`src/rtl/mem_strobe_pkg.sv`:
```
// shared types and constants for the memory strobe enable logic
// assumes one system clock and active-low strobes on every pin
package mem_strobe_pkg;

  localparam int LANES          = 4;
  localparam int SYNC_STAGES    = 2;
  localparam int WRITE_EXT_CLKS = 1;
  localparam int XCVR_EXT_CLKS  = 2;
  localparam int SYS_CLK_MHZ    = 100;
  localparam int CLK_PERIOD_NS  = 1000 / SYS_CLK_MHZ;

  localparam logic [3:0] LANES_IDLE = 4'hF;

  // processor side strobes, all active low
  typedef struct packed {
    logic       readStrobe_n;
    logic       writeStrobe_n;
    logic [3:0] byteLaneSelect_n;
    logic       cpuDataEnable_n;
  } cpu_bus_t;

  // timing from the cycle controller, active low
  typedef struct packed {
    logic enableStart_n;
    logic cycleEnd_n;
  } cycle_timing_t;

  // generated enables, all active low
  typedef struct packed {
    logic       readOutputEnable_n;
    logic       readXcvrEnable_n;
    logic       writeXcvrEnable_n;
    logic [3:0] writeLaneStrobe_n;
    logic       extWriteStrobe_n;
    logic       guardedPeriphSelect_n;
  } strobe_out_t;

  typedef enum logic [1:0] {
    IDLE,
    READ_CYC,
    WRITE_CYC
  } cycle_state_t;

endpackage

```
`src/rtl/memory_strobe_enable_logic.sv`:
```
// strobe and enable generation for memory and peripheral cycles
// assumes bus and cycle timing inputs are synchronous to sys_clk
`timescale 1ns/1ps
`default_nettype none
module memory_strobe_enable_logic #(
  parameter int LANE_COUNT = mem_strobe_pkg::LANES
) (
  input  wire logic                          sys_clk,
  input  wire logic                          rst_n,
  input  wire logic                          powerOnReset_n,
  input  wire mem_strobe_pkg::cpu_bus_t      cpuBus,
  input  wire mem_strobe_pkg::cycle_timing_t cycleTiming,
  input  wire logic                          rawPeriphSelect_n,
  output var  mem_strobe_pkg::strobe_out_t   strobes,
  output var  logic                          periphReadWrite,
  output var  logic                          resetOut_n
);
  import mem_strobe_pkg::*;

  initial begin
    if (LANE_COUNT != LANES) $error("lane count must be four");
  end

  // ----------------------------------------------------------------
  // cycle tracking
  // ----------------------------------------------------------------
  cycle_state_t state;
  cycle_state_t next_state;
  logic         enabled;
  logic         next_enabled;
  logic         latchedWrite;

  wire readReq   = !cpuBus.readStrobe_n;
  wire writeReq  = !cpuBus.writeStrobe_n;
  wire startHit  = !cycleTiming.enableStart_n;
  wire endHit    = !cycleTiming.cycleEnd_n;
  wire inCycle   = (state != IDLE);

  // strobe trailing edges do not end the cycle, only the read transceiver enable; cycle end decides
  always_comb begin
    next_state = state;
    case (state)
      IDLE: begin
        if (readReq) next_state = READ_CYC;
        else if (writeReq) next_state = WRITE_CYC;
      end
      READ_CYC, WRITE_CYC: begin
        if (endHit) next_state = IDLE;
      end
      default: next_state = IDLE;
    endcase
  end

  assign next_enabled = inCycle && !endHit && (enabled || startHit);

  always_ff @(posedge sys_clk) begin
    if (!rst_n) begin
      state        <= IDLE;
      enabled      <= 1'b0;
      latchedWrite <= 1'b0;
    end else begin
      state        <= next_state;
      enabled      <= next_enabled;
      latchedWrite <= (next_state == WRITE_CYC);
    end
  end

  // ----------------------------------------------------------------
  // enable decode
  // ----------------------------------------------------------------
  wire readActive  = next_enabled && (next_state == READ_CYC);
  wire writeActive = next_enabled && (next_state == WRITE_CYC);

  function automatic logic [3:0] lane_strobes(input logic [3:0] sel_n,
                                             input logic       act);
    // bit zero always maps to the least significant byte lane
    lane_strobes = act ? sel_n : LANES_IDLE;
  endfunction

  wire [3:0] next_laneStrobe_n = lane_strobes(cpuBus.byteLaneSelect_n,
                                              writeActive);
  wire next_readXcvr_n = !(inCycle && !endHit && readReq
                          && !cpuBus.cpuDataEnable_n);
  wire next_guarded_n  = !(next_enabled && !rawPeriphSelect_n);

  // transceiver and extended strobe outlast the lane strobe for hold
  logic writeXcvr_n;
  logic extWrite_n;

  hold_extend #(
    .EXT (XCVR_EXT_CLKS)
  ) u_xcvr_hold (
    .sys_clk     (sys_clk),
    .rst_n       (rst_n),
    .level_n     (!writeActive),
    .stretched_n (writeXcvr_n)
  );

  hold_extend #(
    .EXT (WRITE_EXT_CLKS)
  ) u_write_hold (
    .sys_clk     (sys_clk),
    .rst_n       (rst_n),
    .level_n     (!writeActive),
    .stretched_n (extWrite_n)
  );

  // ----------------------------------------------------------------
  // output registers
  // ----------------------------------------------------------------
  always_ff @(posedge sys_clk) begin
    if (!rst_n) begin
      strobes         <= '1;
      periphReadWrite <= 1'b1;
    end else begin
      strobes.readOutputEnable_n    <= !readActive;
      strobes.readXcvrEnable_n      <= next_readXcvr_n;
      strobes.writeXcvrEnable_n     <= writeXcvr_n;
      strobes.writeLaneStrobe_n     <= next_laneStrobe_n;
      strobes.extWriteStrobe_n      <= extWrite_n;
      strobes.guardedPeriphSelect_n <= next_guarded_n;
      // read/write level held for the whole cycle
      periphReadWrite <= (next_state == WRITE_CYC) ? 1'b0 : 1'b1;
    end
  end

  reset_sync #(
    .STAGES (SYNC_STAGES)
  ) u_reset_sync (
    .sys_clk        (sys_clk),
    .powerOnReset_n (powerOnReset_n),
    .syncReset_n    (resetOut_n)
  );
endmodule
`default_nettype wire

```
`src/rtl/reset_sync.sv`:
```
// reset synchroniser for the board reset output
// assumes power-on reset is asynchronous to sys_clk
`timescale 1ns/1ps
`default_nettype none
module reset_sync #(
  parameter int STAGES = mem_strobe_pkg::SYNC_STAGES
) (
  input  wire logic sys_clk,
  input  wire logic powerOnReset_n,
  output var  logic syncReset_n
);
  import mem_strobe_pkg::*;

  initial begin
    if (STAGES < 2) $error("reset_sync needs at least two stages");
  end

  logic [STAGES-1:0] stage;
  logic [STAGES-1:0] warm;

  // only the last stage is looked at outside
  always_ff @(posedge sys_clk) begin
    stage <= {stage[STAGES-2:0], powerOnReset_n};
  end

  // unknown until the chain has filled; keeps the check quiet at start
  always_ff @(posedge sys_clk) begin
    warm <= {warm[STAGES-2:0], 1'b1};
  end

  assign syncReset_n = stage[STAGES-1];
endmodule
`default_nettype wire

```
`src/rtl/hold_extend.sv`:
```
// stretches an active-low level by a fixed number of clocks
// assumes a synchronous active-low reset
`timescale 1ns/1ps
`default_nettype none
module hold_extend #(
  parameter int EXT = 1
) (
  input  wire logic sys_clk,
  input  wire logic rst_n,
  input  wire logic level_n,
  output var  logic stretched_n
);
  import mem_strobe_pkg::*;

  initial begin
    if (EXT < 1 || EXT > 7) $error("hold_extend EXT out of range");
  end

  logic [2:0] count;
  logic [2:0] next_count;

  assign next_count = !level_n ? 3'(EXT) :
                      (count != 3'h0) ? count - 3'h1 : 3'h0;

  always_ff @(posedge sys_clk) begin
    if (!rst_n) begin
      count <= 3'h0;
    end else begin
      count <= next_count;
    end
  end

  assign stretched_n = level_n && (count == 3'h0);

endmodule
`default_nettype wire

```
`config.mk`:
```
export PLATFORM = sky130hd
export DESIGN_NAME = memory_strobe_enable_logic
export DESIGN_NICKNAME = d
export VERILOG_FILES = /design/src/rtl/mem_strobe_pkg.sv /design/src/rtl/memory_strobe_enable_logic.sv /design/src/rtl/reset_sync.sv /design/src/rtl/hold_extend.sv
export SDC_FILE = /design/constraint.sdc
export NUM_CORES = 1
export LEC_CHECK = 0
export BUFFER_PORTS_ARGS = -buffer_cell sky130_fd_sc_hd__buf_2
export CAP_MARGIN = 20
export CORE_MARGIN = 2
export CORE_UTILIZATION = 40
export CTS_BUF_LIST = sky130_fd_sc_hd__clkbuf_8
export CTS_CLUSTER_SIZE = 24
export DETAILED_ROUTE_END_ITERATION = 6
export SYNTH_ARGS = -nofsm -noshare
export SYNTH_HDL_FRONTEND = slang
export SYNTH_SLANG_ARGS = --single-unit
```
`constraint.sdc`:
```
create_clock -name sys_clk -period 3.9 [get_ports sys_clk]
set_clock_uncertainty 0.2 [all_clocks]
set_input_delay 0.39 -clock sys_clk [delete_from_list [all_inputs] [get_ports sys_clk]]
set_output_delay 0.39 -clock sys_clk [all_outputs]
set_load 0.05 [all_outputs]
```
==> results by group <==
Outcome
  • Status: completed

Hold path
  • Worst hold start: powerOnReset_n
  • Worst Hold Class: in -> reg

Synthesis
  • Top-area cell type share of the netlist area: 52.34%
  • Synth Net Count: 85
  • Cell Area, Synth: 803.3 um^2
  • Yosys Warn Count: 0
  • Synth Instances: 68
  • Sequential element share of the synthesized area: 52.34%
  • Flops & latches, synth: 21
  • Cells taking the most area after synthesis: dfxtp_1 52%, ha_1 6.2%, a2111oi_1 3.7%
  • Syn Area/Cell: 11.81 um^2
  • Area leader, netlist: dfxtp_1
  • Count of cell types in the netlist: 27

Route
  • Routed via count: 575
  • Final ANT Viol Nets: 0
  • Vias per inst: 4.713
  • DRC viols: 0
  • DR iter-0 viols: 4
  • Routed wire length: 1392 um
  • DRT Pass-1 Iters: 2
  • Routed len/inst: 11.41 um

Power and ir drop
  • Sw Ratio: 28.32%
  • Net Sw Power: 0.1336 mW
  • Clk pwr share: 29.4%
  • Reg power frac: 50.1%
  • PwrDens: 472.5 nW/um^2
  • Max VDD drop: 0.2303 mV
  • Comb power frac: 20.5%
  • P_int: 0.3382 mW
  • Leakage power: 0.3821 nW

CTS
  • CTS sink cnt: 21
  • Hold_buf cts: 0
  • Clock buffer depth: 2
  • TritonCTS clock tree: yes
  • Worst-path clk slew: 0.07 ns
  • H-tree Lvls: 1
  • Inserted Clock Buffers: 3
  • Worst skew pair latency: 0.25 ns
  • Post-cts resize count: 0
  • Root Driver: clkbuf_8
  • Postcts setup bufs: 0

Die
  • Initial cell density of the core: 41.80%
  • Die ar.: 2382 um^2
  • Cell Rows: 16
  • IO Pins: 24
  • Die height: 48.81 um
  • Core ar.: 1922 um^2
  • Die X: 48.81 um

Global route
  • Initial antenna violation count: 0
  • GRT Overall Usage: 12.90%
  • Largest net degree at the start of global routing: 13
  • First-pass GRT wire length: 2435 um
  • Gr ovfl total: 0
  • Vias in the first global route: 563

STA
  • Crit share post-route: 54.16%
  • Unrepaired setup endpoints after global routing: false
  • Count of final setup violators: 0
  • Setup TNS: 0 ns
  • Headroom to the max-slew limit: 62.66%
  • Hold WS: 0.03160 ns
  • Count of pins over their slew limit: 0
  • Worst-Margin Slew: 0.5591 ns
  • Minimum clock period after layout: 2.112 ns
  • Final hold vios: 0
  • Fmax: 473.4 MHz

Setup path
  • RR Startpoint: state[0]
  • CP Launch Type: flip-flop
  • Critical path class: reg -> reg
  • WP data arrival: 2.05 ns
  • Worst path required time: 3.83 ns
  • CP Launch Point: state[0]
  • CP endpoint kind: flip-flop
  • Worst-path maximum fanout: 6

Job
  • Max Cap Viol: 0

Cells and area
  • ANT cells: 0
  • Core Util, Final: 51.95%
  • Layout Area Growth over Synthesis: 24.30%
  • Final Net Count: 113
  • Share of cells above drive strength 1: 34.74%

Place
  • Port bufs: 23
  • Routability Congestion: 0.6830
  • DP HPWL: 1062 um
[kinds of logic after synthesis]
| logic type | count (synthesis) | synth area share (%) |
|---|---|---|
| and+or+nand+nor | 22 | 18.07 |
| adders and majority gates | 4 | 6.231 |
| DFF | 21 | 52.34 |
| buffers and inverters | 6 | 2.804 |
| AOI/OAI and AO/OA | 15 | 20.56 |
[per-stage QoR]
stage / total power, mW / setup WS [ns] / cell area [um^2] / std cells
3_3_place_gp: 0.3364 / 1.825 / 952.2 / 118
4_1_cts: 0.4776 / 1.774 / 998.5 / 122
5_1_grt: 0.4989 / 1.658 / 998.5 / 122
2_1_floorplan: 0.3146 / 1.907 / 803.3 / 68
3_5_place_dp: 0.3391 / 1.772 / 952.2 / 118
6_report: 0.4718 / 1.788 / 998.5 / 122
[placed cells by master (no fill, tap or decap), types with 2 or more instances in the layout]
cell type   n
buf_2      23
a2111oi_1   3
nand3b_1    4
dfxtp_1    21
clkbuf_8    3
nor2_1      5
nand2b_1    2
a21oi_1     3
inv_1       6
nor3_1      2
ha_1        4
[synthesized netlist by cell type (all sizes together)]
cell type / instances
dfxtp: 21
inv: 6
nor2: 6
a2111oi: 4
ha: 4
nand3b: 4
a21oi: 3
nand2b: 3
nor3: 3
a32oi: 2
a211oi: 1
a21bo: 1
a22o: 1
a2bb2oi: 1
and2b: 1
nand2: 1
nor2b: 1
nor3b: 1
o211ai: 1
o2bb2ai: 1
or4: 1
or4b: 1
[power groups by stage]
stage               clock network, mW  registers [mW]  logic (mW)
finish                          0.139           0.236      0.0967
global route                    0.153           0.239       0.106
CTS                             0.144           0.237      0.0976
detailed placement                  0           0.242      0.0973
global placement                    0           0.241      0.0951
floorplan                           0           0.259      0.0555
[worst paths after layout]
kind	end	slack [ns]	cells past startpoint
worst min-delay path	u_reset_sync.stage[0]	0.03	1
worst min register to register	u_reset_sync.stage[1]	0.13	0
worst max-delay path	strobes[8]	1.79	5
worst max register to register	strobes[8]	1.79	5
[registers in the layout (all words and copies together), names as in the netlist]
signal              cells
enabled                 1
periphReadWrite         1
state                   2
strobes                 9
u_reset_sync.stage      2
u_write_hold.count      3
u_xcvr_hold.count       3
[per-layer routing]
metal / share of wire [%] / up-vias / GRT usage, %
li1: - / 304 / -
met1: 47 / 261 / 17.03
met2: 48 / 10 / 20.55
met3: 4.6 / 0 / 3.374
met4: 0 / 0 / 4.286
met5: 0 / - / 0
[critical path, cell delays in order (launching register included)]
cell	delay, ns
dfxtp_1	0.48
inv_1	0.08
ha_1	0.41
a32oi_4	0.26
nor2_2	0.10
or4b_1	0.47
[cell type report]
class,count,area (um^2)
Clock buffer,3,41.29
Multi-Input combinational cell,41,360.3
Inverter,6,22.52
Timing Repair Buffer,23,115.1
Tap cell,27,33.78
Clock inverter,1,5.005
Sequential cell,21,420.4
Fill cell,195,923.4
(Power assumes the default switching activity.)
